**src/inc/mmsh_cfg.svh**
```systemverilog
// Constants of the subaddress message handler: offsets, field bits, timing.
// Assumes inclusion from the handler package and modules only.
`ifndef MMSH_CFG_SVH
`define MMSH_CFG_SVH
// Subaddress control block word offsets, bytes
`define MMSH_OFF_PTR_OPT  20'h0_0000
`define MMSH_OFF_FLAGS    20'h0_0004
// Data buffer layout, byte offsets
`define MMSH_BUF_NDP      16'h0000
`define MMSH_BUF_CW       16'h0002
`define MMSH_BUF_GAP      16'h000E
`define MMSH_BUF_TT_HI    16'h0010
`define MMSH_BUF_TT_LO    16'h0012
`define MMSH_BUF_ISW      16'h0014
`define MMSH_BUF_TSW      16'h0016
`define MMSH_BUF_DATA     16'h0018
// Monitor option bits
`define MMSH_OPT_NOREC    15
`define MMSH_OPT_START    14
`define MMSH_OPT_STOP     13
`define MMSH_OPT_TTCLR    11
`define MMSH_OPT_TRIG     10
// Subaddress flag bits
`define MMSH_FLG_RING     6
`define MMSH_FLG_VONLY    5
`define MMSH_FLG_MCPTR    4
`define MMSH_FLG_VINT     3
`define MMSH_FLG_EOMINT   2
`define MMSH_FLG_IGNORE   1
`define MMSH_FLG_ILLCW    0
// Command word fields
`define MMSH_TA_BCAST     5'h1F
`define MMSH_SA_MC0       5'h00
`define MMSH_SA_MC31      5'h1F
// Recording state after reset or re-initialisation
`define MMSH_REC_RESET    1'b1
// Trigger pulse: least width in ns, clock period in ns, cycles rounded up
`define MMSH_TRIG_NS      50
`define MMSH_CLK_NS       40
`define MMSH_TRIG_CYC     ((`MMSH_TRIG_NS + `MMSH_CLK_NS - 1) / `MMSH_CLK_NS)
`endif

```
**src/inc/mmsh_pkg.sv**
```systemverilog
// Types of the subaddress message handler.
// Assumes the cfg header sits in the include path.
`include "mmsh_cfg.svh"
package mmsh_pkg;
    // Message sequencer states
    typedef enum logic [2:0] {
        ST_IDLE = 3'b000,
        ST_OPT  = 3'b001,
        ST_FLG  = 3'b010,
        ST_DEC  = 3'b011,
        ST_END  = 3'b100
    } mmsh_state_e;

    // Whole state of the handler
    typedef struct packed {
        mmsh_state_e st;
        logic        mem_rd;
        logic [19:0] mem_addr;
        logic [15:0] cw;
        logic [15:0] opt;
        logic [15:0] flg;
        logic        rec;
        logic        dec_stb;
        logic        ignore;
        logic        record;
        logic        to_ring;
        logic        fetch_ndp;
        logic        mc_ill;
        logic        mc_int;
        logic [15:0] buf_addr;
        logic [15:0] data_addr;
        logic [15:0] link;
        logic [31:0] tt;
        logic        sw_err;
        logic        sw_bcast;
        logic        commit;
        logic        irq;
        logic        trig;
        logic        tt_clr;
    } mmsh_top_s;

    // Trigger stretcher state
    typedef struct packed {
        logic [1:0] cnt;
        logic       out;
    } mmsh_pulse_s;

    // Time tag counter state
    typedef struct packed {
        logic [31:0] cnt;
    } mmsh_ttc_s;
endpackage : mmsh_pkg

```
**src/mmsh_pulse.sv**
```systemverilog
// Scope trigger stretcher: one start cycle becomes a pulse of fixed width.
// Assumes start is a one-cycle strobe on clk.
`timescale 1ns/100ps
`include "mmsh_cfg.svh"
module mmsh_pulse
    import mmsh_pkg::*;
(
    input  wire logic clk,
    input  wire logic rstn,
    input  wire logic start,
    output logic      pulse
);
    mmsh_pulse_s s_q;   // Registered state
    mmsh_pulse_s s_d;   // Next state

    ////////////////////////////////////////////////////////////////////////
    // Load the width on start, count down to zero
    always_comb begin
        s_d = s_q;
        if (start) begin
            s_d.cnt = 2'(`MMSH_TRIG_CYC);
            s_d.out = 1'b1;
        end else if (s_q.cnt > 2'h1) begin
            s_d.cnt = s_q.cnt - 2'h1;
        end else begin
            s_d.cnt = 2'h0;
            s_d.out = 1'b0;
        end
    end

    // State register
    always_ff @(posedge clk or negedge rstn) begin
        if (!rstn) begin
            s_q <= '0;
        end else begin
            s_q <= s_d;
        end
    end

    assign pulse = s_q.out;
endmodule : mmsh_pulse

```
**src/mmsh_top.sv**
```systemverilog
// Subaddress message handler for terminal simulation and bus monitoring.
// Assumes a protocol engine on clk strobes each valid command word, fetches
// control blocks through the read port below and marks each message end.
`timescale 1ns/100ps
`include "mmsh_cfg.svh"
module mmsh_top
    import mmsh_pkg::*;
(
    input  wire logic        clk,
    input  wire logic        rstn,
    input  wire logic        reinit,
    input  wire logic        sim_mode,
    input  wire logic        bcast_en,
    input  wire logic        bcast_mc_dis,
    input  wire logic        ndp_dma_dis,
    input  wire logic [19:0] sa_cb_base,
    input  wire logic [15:0] mode_ptr,
    input  wire logic [31:0] mc_enable,
    input  wire logic [31:0] mc_int_en,
    input  wire logic [15:0] ring_cur,
    input  wire logic [15:0] ring_next,
    input  wire logic        ring_last,
    input  wire logic        cmd_stb,
    input  wire logic [15:0] cmd_word,
    input  wire logic        msg_done,
    input  wire logic        msg_valid,
    input  wire logic        mem_ack,
    input  wire logic [15:0] mem_rdata,
    output logic             mem_rd,
    output logic [19:0]      mem_addr,
    output logic             dec_stb,
    output logic             dec_ignore,
    output logic             dec_record,
    output logic             dec_to_ring,
    output logic             dec_fetch_ndp,
    output logic [15:0]      dec_buf_addr,
    output logic [15:0]      dec_data_addr,
    output logic [15:0]      dec_link,
    output logic [31:0]      dec_time_tag,
    output logic             sw_msg_err,
    output logic             sw_bcast,
    output logic             rec_on,
    output logic             commit_stb,
    output logic             irq_stb,
    output logic             scope_trig
);
    mmsh_top_s   s_q;       // Registered state
    mmsh_top_s   s_d;       // Next state
    logic [31:0] tt_now;    // Free-running time tag
    logic [4:0]  ta;        // Terminal address of held command
    logic [4:0]  sa;        // Subaddress of held command
    logic [4:0]  mcode;     // Mode code of held command
    logic        is_mc;     // Held command is a mode code
    logic        is_bc;     // Held command is broadcast
    logic        mc_legal;  // Mode code enabled for this terminal
    logic        rec_nx;    // Recording state after this message
    logic        use_mp;    // Mode data pointer selected

    ////////////////////////////////////////////////////////////////////////
    // Time tag counter and scope trigger stretcher
    mmsh_ttc u_ttc (
        .clk   (clk),
        .rstn  (rstn),
        .clr   (s_q.tt_clr),
        .count (tt_now)
    );

    mmsh_pulse u_trig (
        .clk   (clk),
        .rstn  (rstn),
        .start (s_q.trig),
        .pulse (scope_trig)
    );

    ////////////////////////////////////////////////////////////////////////
    // Command word decode
    always_comb begin
        ta    = s_q.cw[15:11];
        sa    = s_q.cw[9:5];
        mcode = s_q.cw[4:0];
        is_mc = (sa == `MMSH_SA_MC0) || (sa == `MMSH_SA_MC31);
        is_bc = bcast_en && (ta == `MMSH_TA_BCAST);
        // Enable bit n of the pair of words, broadcast gated by header
        mc_legal = mc_enable[mcode]
                   && (!is_bc || !bcast_mc_dis);
        // Start wins over stop when both options are set
        if (s_q.opt[`MMSH_OPT_START]) begin
            rec_nx = 1'b1;
        end else if (s_q.opt[`MMSH_OPT_STOP]) begin
            rec_nx = 1'b0;
        end else begin
            rec_nx = s_q.rec;
        end
        use_mp = sim_mode && is_mc && s_q.flg[`MMSH_FLG_MCPTR];
    end

    ////////////////////////////////////////////////////////////////////////
    // Sequencer: fetch options and flags, decide, wait for message end
    always_comb begin
        s_d = s_q;
        s_d.dec_stb = 1'b0;
        s_d.commit  = 1'b0;
        s_d.irq     = 1'b0;
        s_d.trig    = 1'b0;
        s_d.tt_clr  = 1'b0;
        unique case (s_q.st)
            ST_IDLE: begin
                // Accept a command, stamp it, read the first block word
                if (cmd_stb) begin
                    s_d.cw       = cmd_word;
                    s_d.tt       = tt_now;
                    s_d.mem_rd   = 1'b1;
                    s_d.mem_addr = sa_cb_base + `MMSH_OFF_PTR_OPT;
                    s_d.st       = ST_OPT;
                end
            end
            ST_OPT: begin
                // Pointer in simulation, option bits in monitoring
                if (mem_ack) begin
                    s_d.opt      = mem_rdata;
                    s_d.mem_addr = sa_cb_base + `MMSH_OFF_FLAGS;
                    s_d.st       = ST_FLG;
                end
            end
            ST_FLG: begin
                // Flags word closes the fetch
                if (mem_ack) begin
                    s_d.flg    = mem_rdata;
                    s_d.mem_rd = 1'b0;
                    s_d.st     = ST_DEC;
                end
            end
            ST_DEC: begin
                s_d.ignore = s_q.flg[`MMSH_FLG_IGNORE];
                if (s_q.flg[`MMSH_FLG_IGNORE]) begin
                    // Treated as never sent: no decision, no status
                    s_d.st = ST_IDLE;
                end else begin
                    s_d.dec_stb = 1'b1;
                    s_d.mc_ill  = is_mc && !mc_legal;
                    s_d.mc_int  = is_mc && mc_legal && mc_int_en[mcode];
                    s_d.sw_err  = s_q.flg[`MMSH_FLG_ILLCW]
                                  || (is_mc && !mc_legal);
                    s_d.sw_bcast = is_bc;
                    s_d.link = ring_last ? ring_cur : ring_next;
                    if (sim_mode) begin
                        // Single pointer reused unless next pointer moves it
                        s_d.to_ring  = s_q.flg[`MMSH_FLG_RING];
                        s_d.record   = 1'b1;
                        s_d.buf_addr = use_mp ? mode_ptr : s_q.opt;
                        s_d.fetch_ndp = !ndp_dma_dis
                                        && !s_q.flg[`MMSH_FLG_RING];
                    end else begin
                        // Monitor: ring entry, options steer recording
                        s_d.to_ring  = 1'b1;
                        s_d.rec      = rec_nx;
                        s_d.record   = rec_nx
                                       && !s_q.opt[`MMSH_OPT_NOREC];
                        s_d.buf_addr = ring_cur;
                        s_d.fetch_ndp = 1'b0;
                        s_d.trig     = s_q.opt[`MMSH_OPT_TRIG];
                        s_d.tt_clr   = s_q.opt[`MMSH_OPT_TTCLR];
                    end
                    // Data area sits past the overhead words
                    s_d.data_addr = (use_mp ? mode_ptr : s_d.buf_addr)
                                    + `MMSH_BUF_DATA;
                    s_d.st = ST_END;
                end
            end
            ST_END: begin
                // Commit and interrupt decided once validity is known
                if (msg_done) begin
                    s_d.commit = s_q.record && (!s_q.to_ring
                                 || !s_q.flg[`MMSH_FLG_VONLY] || msg_valid);
                    s_d.irq = !s_q.mc_ill && (s_q.mc_int
                              || (s_q.flg[`MMSH_FLG_EOMINT]
                                  && (!s_q.flg[`MMSH_FLG_VINT] || msg_valid)));
                    s_d.st = ST_IDLE;
                end
            end
            default: begin
                s_d.st     = ST_IDLE;
                s_d.mem_rd = 1'b0;
            end
        endcase
        // Re-initialisation resumes recording
        if (reinit) begin
            s_d.rec = `MMSH_REC_RESET;
        end
    end

    ////////////////////////////////////////////////////////////////////////
    // State register; recording is on after reset
    always_ff @(posedge clk or negedge rstn) begin
        if (!rstn) begin
            s_q     <= '0;
            s_q.rec <= `MMSH_REC_RESET;
        end else begin
            s_q <= s_d;
        end
    end

    ////////////////////////////////////////////////////////////////////////
    // Outputs straight from the state register
    assign mem_rd        = s_q.mem_rd;
    assign mem_addr      = s_q.mem_addr;
    assign dec_stb       = s_q.dec_stb;
    assign dec_ignore    = s_q.ignore;
    assign dec_record    = s_q.record;
    assign dec_to_ring   = s_q.to_ring;
    assign dec_fetch_ndp = s_q.fetch_ndp;
    assign dec_buf_addr  = s_q.buf_addr;
    assign dec_data_addr = s_q.data_addr;
    assign dec_link      = s_q.link;
    assign dec_time_tag  = s_q.tt;
    assign sw_msg_err    = s_q.sw_err;
    assign sw_bcast      = s_q.sw_bcast;
    assign rec_on        = s_q.rec;
    assign commit_stb    = s_q.commit;
    assign irq_stb       = s_q.irq;
endmodule : mmsh_top

```
**src/mmsh_ttc.sv**
```systemverilog
// Board-wide free-running time tag counter with pulsed clear.
// Assumes clr is a one-cycle strobe on clk.
`timescale 1ns/100ps
module mmsh_ttc
    import mmsh_pkg::*;
(
    input  wire logic        clk,
    input  wire logic        rstn,
    input  wire logic        clr,
    output logic [31:0]      count
);
    mmsh_ttc_s s_q;   // Registered state
    mmsh_ttc_s s_d;   // Next state

    ////////////////////////////////////////////////////////////////////////
    // Count every cycle, clear to zero on request
    always_comb begin
        s_d = s_q;
        s_d.cnt = clr ? 32'h0000_0000 : s_q.cnt + 32'h0000_0001;
    end

    // State register
    always_ff @(posedge clk or negedge rstn) begin
        if (!rstn) begin
            s_q <= '0;
        end else begin
            s_q <= s_d;
        end
    end

    assign count = s_q.cnt;
endmodule : mmsh_ttc
```
**config.mk**
```make
export PLATFORM = sky130hd
export DESIGN_NAME = mmsh_top
export DESIGN_NICKNAME = d
export VERILOG_FILES = /design/src/inc/mmsh_pkg.sv /design/src/mmsh_pulse.sv /design/src/mmsh_top.sv /design/src/mmsh_ttc.sv
export VERILOG_INCLUDE_DIRS = /design/src /design/src/inc
export SDC_FILE = /design/constraint.sdc
export NUM_CORES = 1
export LEC_CHECK = 0
export BUFFER_PORTS_ARGS = -buffer_cell sky130_fd_sc_hd__buf_2
export CAP_MARGIN = 20
export CORE_MARGIN = 8
export CORE_UTILIZATION = 40
export DETAILED_ROUTE_END_ITERATION = 6
export PLACE_DENSITY = 0.72
export SYNTH_ARGS = -nofsm -noshare
export SYNTH_HDL_FRONTEND = slang
export SYNTH_SLANG_ARGS = --single-unit
```
**constraint.sdc**
```tcl
create_clock -name clk -period 2.5 [get_ports clk]
set_clock_uncertainty 0.1 [all_clocks]
set_input_delay 0.25 -clock clk [delete_from_list [all_inputs] [get_ports clk]]
set_output_delay 0.25 -clock clk [all_outputs]
set_load 0.02 [all_outputs]
```
* Word level (Yosys, flattened, before mapping)
Cells that the tools add are included.
** Storage, ports and cells
- Memories :: 0
- ROM bits :: 0
- Bits of input ports :: 176
- Flip-flop bits (word level) :: 192
- Memory bits (writable) :: 0
- Bits in latches :: 0
** Operators by class
- Equal/unequal tests :: 13
- Muxes and demuxes :: 36
- Add/sub/neg operators :: 4
- Bitwise gates (word level) :: 2
- Shifts and indexed selects :: 0
- Divide/modulo/power cells :: 0
- Order comparisons :: 2
- Multiply operators :: 0
- Reduce and logical (&&, ||, !) cells :: 42
** Operators by type and width (count)
- $mux W16 :: 6
- $mux W56 :: 1
- $mux W53 :: 1
- $mux W40 :: 1
- $pmux W20 S2 :: 1
- $add A32 B1 Y32 const B :: 1
- $mux W32 :: 1
- $add A20 B3 Y20 const B :: 1
- $mux W20 :: 1
- $add A16 B5 Y16 const B :: 1
- $mux W3 :: 5
- $pmux W3 S5 :: 1
- $mux W2 :: 7
- $ne A2 B2 Y1 const B :: 7
- $logic_and A1 B1 Y1 :: 12
- $bmux W1 S5 :: 2
- $eq A5 B5 Y1 const B :: 2
- $logic_not A1 Y1 :: 10
- $reduce_and A3 Y1 :: 3
- $reduce_and A2 Y1 :: 4
- $logic_or A1 B1 Y1 :: 7
- $mux W1 :: 7
- $eq A3 B2 Y1 const B :: 2
- $lt A5 B6 Y1 const B :: 1
- 12 further kinds :: 14

* Logic depth before layout (Yosys ltp)
Gate-level depths: netlist of the first run.
- Depth in word-level cells :: 13
- Gate-level depth with buffers :: 9
- Gate-level depth less buffers :: 8

* Cells and area by module
A second synthesis of the first run with hierarchy kept.
** Unflattened totals
- Cell total of the unflattened synthesis :: 921
- Area total of the unflattened synthesis :: 9907.0 µm²
** Modules (own cells, without submodules)
- mmsh_top :: times used 1, area each 8195.4 µm², cells an instance 750, seq. area each 3905.0 µm²
- mmsh_ttc :: times used 1, area each 1607.8 µm², cells an instance 165, seq. area each 800.8 µm²
- mmsh_pulse :: times used 1, area each 103.8 µm², cells an instance 6, seq. area each 75.1 µm²

* Worst setup path after synthesis of the first run
OpenSTA, ideal clock, no wires.
- Path kind :: reg2reg
- Start :: register s_q[133] (netlist bit)
- End :: register s_q (netlist bit dec_data_addr[15])
- Period minus slack after synthesis :: 2702 ps
- Setup time :: 76 ps
- Data required time :: 2324 ps
- Stages on the path, launching flop included :: 10
- Setup slack :: -202 ps
- Path buffers :: 1
- Arrival :: 2526 ps
- Cells stage by stage :: dfrtp_1 > or4_1 > buf_4 > o22ai_4 > a221oi_2 > ha_1 > nor4_2 > nand4_1 > xor2_1 > o21ai_1
** Between the ends
- Word-level cells in the longest chain between the ends :: 10
- Elaborated cells between the ends (all ways) :: 11
** RTL lines
- from (decl) :: line mmsh_top.sv:47 : mmsh_top_s s_q;
- $eq A5 B5 Y1 (no source line) or $logic_not A5 Y1 (tied branches)
- $logic_or A1 B1 Y1 (*) :: line mmsh_top.sv:81 : is_mc = (sa == `MMSH_SA_MC0) || (sa == `MMSH_SA_MC31);
- $logic_and A1 B1 Y1 (*) (2 in a row) :: line mmsh_top.sv:94 : use_mp = sim_mode && is_mc && s_q.flg[`MMSH_FLG_MCPTR];
- $mux W16 :: line mmsh_top.sv:150 : s_d.buf_addr = use_mp ? mode_ptr : s_q.opt;
- $mux W16 :: line mmsh_top.sv:146 : if (sim_mode) begin
- $mux W16 :: line mmsh_top.sv:135 : if (s_q.flg[`MMSH_FLG_IGNORE]) begin
- $mux W16 :: line mmsh_top.sv:106 : unique case (s_q.st)
- $mux W16 (*) :: line mmsh_top.sv:165 : s_d.data_addr = (use_mp ? mode_ptr : s_d.buf_addr)
- $add A16 B5 Y16 (no source line) (*)
Mark *: on every way between the ends. The rest lies on a longest branch, timed or not. The select of a mux whose other input is x is not followed.
A chain may end at the register's enable or synchronous reset.

* Final worst setup path of the first run
- Start :: register s_q[134] (netlist bit)
- End :: register s_q (netlist bit dec_data_addr[8])
Same word-level chain as after synthesis.

==> run summary, run 1 <==
combinational power share - 0.418
WP data arrival - 2760 ps
sequential power share - 0.373
outcome - finished with violations
CP Capture Type - flip-flop
number of antenna violations at the first check in global routing - 3
Crit. path cell count - 7
CP Launch Type - flip-flop
H-tree depth - 4
TritonCTS clock tree - yes
first-pass GRT wire length - 43200 um
Fill cells - 2183
RSZ-0062 raised after global routing - yes
Fmax - 0.393 GHz
CTS root buffer - clkbuf_16
routability cong. - 0.843
worst setup path category - flip-flop to flip-flop
Period minus WS final - 2540 ps
Mean Syn Cell Area - 10.8 um2
M1 WL - 11300 um
top cell type's share of synthesized area - 0.479
Slew HR - 0.571
Post-Syn Area - 0.00993 mm2
Buf/Inv on CP - 1
max-cap viol count - 0
total power draw - 13.2 mW
Via density - 4.97
clk_lat worst skew - 430 ps
CTS clk-pin slew, worst paths - 80 ps
CP max stage cell - or4_4
crit path max fanout - 8
LEAKAGE - 6.08 nW
Worst R2R Setup Slack - -40 ps
uppermost layer routed - met4
row cnt - 57
register area share after synthesis - 0.481
PortBufs - 286
number of I/O pins - 288
Residual DRC - 0
DRT Pass-1 Iters - 4
starting density of the core - 0.408
R2R depth - 7
die area - 0.0301 mm2
DPL Wire Length - 20600 um
Syn Inst Count - 923
Sw Pwr - 5.15 mW
die width - 174 um
Tcrit/Tclk final - 1.02
final WL - 26800 um
Slew Viols, Final - 0
fin nets - 1363
met2 WL post-DR - 13200 um
Longest Clk Path Bufs - 2
DR iter-0 viols - 485
worst-margin pin slew - 643 ps
Commonest cells post-synth - 190 x dfrtp_1, 136 x nand2_1, 101 x buf_4, 84 x mux2_2, 56 x o21ai_0
Cell Chain, Critical Path - or4_4, o22ai_4, a221oi_4, a2111oi_4, buf_4, xor2_1, o21ai_1
Synth area leader - dfrtp_1
vias in the first global route - 8085
Worst path max stage delay - 610 ps
dominant synthesized flop cell - dfrtp_1
Clk network pwr share - 0.209
Post-synth ARST share - 1.00
Layout area overhead - 26.0%
Congestion Overflow GR - 0
syn nets - 1102
setup violators final - 4
violated checks - negative setup slack
PwrDens - 1050 mW/mm2
WP data required - 2720 ps
WL/cell - 17.6 um
pin count of the biggest net entering global routing - 75
layout cell share with drive strength beyond 1 - 0.424
Hold Path Stages - 3
Core Area - 0.0243 mm2
worst vdd ir - 0.563 mV
FF+latch count, synth - 191
Yosys Warn Count - 0
Netlist cell types - 56
ANT nets after route - 0
Internal - 8.03 mW
final worst slack - -43.5 ps
GRT Util Overall - 0.178
routed wl met3 - 1680 um
total CTS buffers - 17
Synth area leaders - dfrtp_1 48%, mux2_2 9.5%, buf_4 7.6%, nand2_1 5.1%, mux4_2 4.5%
Die Span Y - 174 um
Sink Count - 191
most common cell in the netlist - dfrtp_1
WHS - 16.9 ps
Post-synth EDFFs - 0
CP delay by family, top - compound AO/OA/AOI/OAI gates
worst hold path type - input pin to flip-flop
vias post-DR - 7577
Final Hold Fails - 0
switching share of total power - 0.391
## metal layers
| layer | up-vias | GRT usage |
|---|---|---|
| li1 | 3646 | - |
| met1 | 3669 | 0.214 |
| met2 | 225 | 0.299 |
| met3 | 37 | 0.0475 |
| met4 | 0 | 0.0701 |
| met5 | - | 0 |
## tightest hold or removal path, delay by kind of cell
family	cells	cell delay, ps
mux	1	50
buf+inv	1	80
compound gates	1	140
## sequential cells by signal (all words and copies together) (netlist names)
signal and flops:
dec_data_addr 16, u_ttc.count 32, rec_on 1, dec_link 16, commit_stb 1, s_q 40, sw_msg_err 1, dec_buf_addr 16
mem_rd 1, dec_ignore 1, u_trig.s_q 2, sw_bcast 1, dec_fetch_ndp 1, u_trig.pulse 1, mem_addr 20, dec_to_ring 1
dec_record 1, irq_stb 1, mcode 5, dec_time_tag 32, dec_stb 1
## logic make-up after synthesis
logic type               Yosys count  synth area share
flip-flops                       191             0.481
XOR/XNOR                          37            0.0326
AND/OR/NAND/NOR                  288             0.135
AO/OA/AOI/OAI                    130            0.0929
adder cells (fa/ha/maj)            3           0.00378
multiplexers                     121             0.158
buffers and inverters            153            0.0964
## final cells by class
| class | instances | area (um2) | area share |
|---|---|---|---|
| inverter | 8 | 30.0 | 0.00240 |
| clock inverter | 14 | 166 | 0.0133 |
| multi-input combinational | 579 | 4300 | 0.344 |
| sequential | 191 | 4780 | 0.382 |
| antenna | 3 | 7.51 | 0.000600 |
| tap | 324 | 405 | 0.0324 |
| timing repair buffer | 387 | 2380 | 0.190 |
| clock buffer | 18 | 439 | 0.0351 |
## power by group through the flow
stage	combinational [mW]	clock (mW)	sequential, mW
final	5.51	2.75	4.92
after global placement	5.30	0	4.92
after CTS	5.55	2.83	4.92
after global routing	6.02	2.93	5.09
after detailed placement	5.41	0	4.97
after floorplan	4.40	0	4.78
## per-stage QoR
step | cell area, um2 | TNS, ps | worst slack, ps | std cells | util
finish | 12500 | -100 | -43.5 | 1524 | 0.515
global route | 12500 | -1110 | -170 | 1524 | 0.515
CTS | 12500 | -174 | -52.6 | 1520 | 0.513
detailed placement | 11300 | -731 | -139 | 1441 | 0.466
global placement | 11300 | -280 | -79.2 | 1441 | 0.466
floorplan | 9960 | -4.07 | -4.07 | 923 | -
## repair_timing
item	4_1_cts	5_1_grt
pin swaps	5	11
gates resized for setup	10	4
endpoints found under the hold margin	122	0
setup buffers	1	2
hold buffers	46	0
endpoints found under the setup margin	9	13
## placed cells by master, fill, tap and decap left out, types with 5 or more instances in the layout
| cell type | instances |
|---|---|
| a21o_1 | 8 |
| a21oi_1 | 10 |
| and2_1 | 7 |
| and3_1 | 11 |
| buf_12 | 5 |
| buf_2 | 285 |
| buf_4 | 49 |
| clkbuf_16 | 17 |
| clkinv_8 | 5 |
| dfrtp_1 | 190 |
| dlygate4sd3_1 | 46 |
| inv_1 | 8 |
| mux2_2 | 84 |
| mux2i_1 | 17 |
| mux4_2 | 20 |
| nand2_1 | 136 |
| nand2b_1 | 7 |
| nand3_1 | 20 |
| nand4_1 | 11 |
| nor2_1 | 50 |
| nor2b_1 | 12 |
| nor3_1 | 6 |
| o21ai_0 | 55 |
| o21ai_1 | 10 |
| or2_2 | 9 |
| or3_1 | 6 |
| xnor2_1 | 11 |
| xor2_1 | 26 |
## worst paths after layout
path / end / startpoint
worst max-delay path: dec_data_addr[8] / s_q[134]
worst min-delay path: dec_link[2] / ring_next[2]
worst max register to register: dec_data_addr[8] / s_q[134]
worst min register to register: irq_stb / s_q[87]
max in group asynchronous: dec_time_tag[10] / rstn
min in group asynchronous: dec_data_addr[9] / rstn
No activity file was read; power rests on OpenSTA's default activity.
==> inputs of run 2 (changes only) <==
- CORE_UTILIZATION: 40 -> 34
- PLACE_DENSITY: 0.72 -> 0.63
- SYNTH_HIERARCHICAL: not set -> 1
==> run summary, run 2 <==
GRT Util Overall - 0.157
FF+latch count, synth - 191
WL/cell - 17.5 um
final worst slack - -81.0 ps
violated checks - negative setup slack
TritonCTS clock tree - yes
Layout Utilization - 0.436
WHS - 14.5 ps
DP Cell Count - 1494
final WL - 27700 um
register area share after synthesis - 0.483
Slew HR - 0.531
first-pass GRT wire length - 44600 um
ANT nets after route - 0
Sink Count - 191
vias post-DR - 7698
outcome - finished with violations
worst setup path category - flip-flop to flip-flop
DP Area - 0.0113 mm2
PwrDens - 1060 mW/mm2
TNS Setup - -421 ps
Period minus WS final - 2580 ps
H-tree depth - 4
commonest non-fill, non-tap cell in the layout - buf_2
Congestion Overflow GR - 0
routability cong. - 0.878
worst-margin pin slew - 703 ps
top cell type's share of synthesized area - 0.480
Tcrit/Tclk final - 1.03
CP Launch Type - flip-flop
Design Area, Final - 0.0125 mm2
max reg flops - 40
CTS clk-pin slew, worst paths - 80 ps
WP data arrival - 2800 ps
pre-CTS setup slack - -128 ps
total CTS buffers - 17
Layout area overhead - 26.4%
Slew Viols, Final - 0
Antenna diodes - 0
Netlist cell types - 65
CTS root buffer - clkbuf_16
die area - 0.0349 mm2
Final Hold Fails - 0
worst hold path type - input pin to flip-flop
PortBufs - 286
Mean Syn Cell Area - 10.8 um2
Core Area - 0.0287 mm2
most frequent cells in the layout - 285 x buf_2, 189 x dfrtp_1, 101 x nand2_1, 74 x mux2_2, 53 x o21ai_0
number of I/O pins - 288
Synth area leader - dfrtp_1
vias in the first global route - 8080
Largest Register - s_q
DPL Wire Length - 21100 um
worst vdd ir - 0.435 mV
Longest Clk Path Bufs - 2
max-cap viol count - 0
die width - 187 um
Die Span Y - 187 um
clk_lat worst skew - 440 ps
Post-synth ARST share - 1.00
Via density - 4.88
DR iter-0 viols - 425
Post-Syn Area - 0.00991 mm2
Post-synth EDFFs - 0
starting density of the core - 0.345
Fmax - 0.387 GHz
WP data required - 2710 ps
total power draw - 13.3 mW
syn nets - 1100
Synth area leaders - dfrtp_1 48%, mux2_2 8.4%, buf_4 7.7%, mux4_2 4.5%, nand2_1 3.8%
RSZ-0062 raised after global routing - yes
row cnt - 62
Syn Inst Count - 921
setup violators final - 7
LEAKAGE - 5.96 nW
fin nets - 1361
DRT Pass-1 Iters - 5
layout cell share with drive strength beyond 1 - 0.423
most common cell in the netlist - dfrtp_1
Residual DRC - 0
pin count of the biggest net entering global routing - 71
Commonest cells post-synth - 190 x dfrtp_1, 102 x buf_4, 101 x nand2_1, 74 x mux2_2, 55 x o21ai_0
fin cells - 1579
dominant synthesized flop cell - dfrtp_1
number of antenna violations at the first check in global routing - 0
crit path max fanout - 11
CP Capture Type - flip-flop
Yosys Warn Count - 6
run 2: cell type report:
cell class / count / area [um2]
Clock inverter: 14 / 124
Fill cell: 2768 / 16200
Sequential cell: 191 / 4780
Inverter: 7 / 26.3
Multi-Input combinational cell: 577 / 4250
Tap cell: 384 / 480
Clock buffer: 18 / 439
Timing Repair Buffer: 388 / 2420
run 2: power breakdown:
| group | internal (mW) | switching [mW] | total, mW | leakage [nW] |
|---|---|---|---|---|
| logic | 2.60 | 3.02 | 5.62 | 3.28 |
| registers | 4.18 | 0.791 | 4.97 | 2.41 |
| clock network | 1.34 | 1.32 | 2.66 | 0.271 |
| total | 8.12 | 5.13 | 13.3 | 5.96 |
run 2: kinds of logic after synthesis:
logic type	after synthesis	synth area share
xor gates and xnor gates	25	0.0221
and+or+nand+nor	264	0.135
AOI/OAI and AO/OA	167	0.104
adders and majority gates	3	0.00379
muxes	118	0.154
DFF	191	0.483
buffers and inverters	153	0.0981
run 2: worst paths after layout:
path,end,start,slack [ps],cells after the start
setup / recovery,dec_data_addr[15],s_q[134],-80,9
hold / removal,dec_link[14],ring_next[14],10,3
setup reg to reg,dec_data_addr[15],s_q[134],-80,9
hold reg to reg,u_trig/s_q[1],u_trig/s_q[1],350,1
max in group asynchronous,rec_on,rstn,1310,3
min in group asynchronous,dec_time_tag[12],rstn,280,2
run 2: routing by layer:
metal | part of all wire | track usage | routed length [um]
met1 | 0.43 | 0.192 | 11900
met2 | 0.49 | 0.265 | 13400
met3 | 0.068 | 0.0455 | 1890
met4 | 0.015 | 0.0458 | 403
met5 | 0 | 0 | 0
run 2: worst max-delay path, cell delays in order, from the launching register on:
cell and delay [ps]:
dfrtp_1 380, or4_4 530, mux2_4 360, o21ai_2 190, o22ai_4 120, ha_4 200, nor3_4 120, and4b_1 240
xor2_1 150, o21ai_1 70
run 2: what timing repair did:
item                                    4_1_cts  5_1_grt
hold buffers                                 48        0
hold endpoints to repair                    117        0
endpoints found under the setup margin       11       20
pin swaps                                     0        2
cloned                                        0        1
buffers inserted                              1        3
resized for setup                             2       11
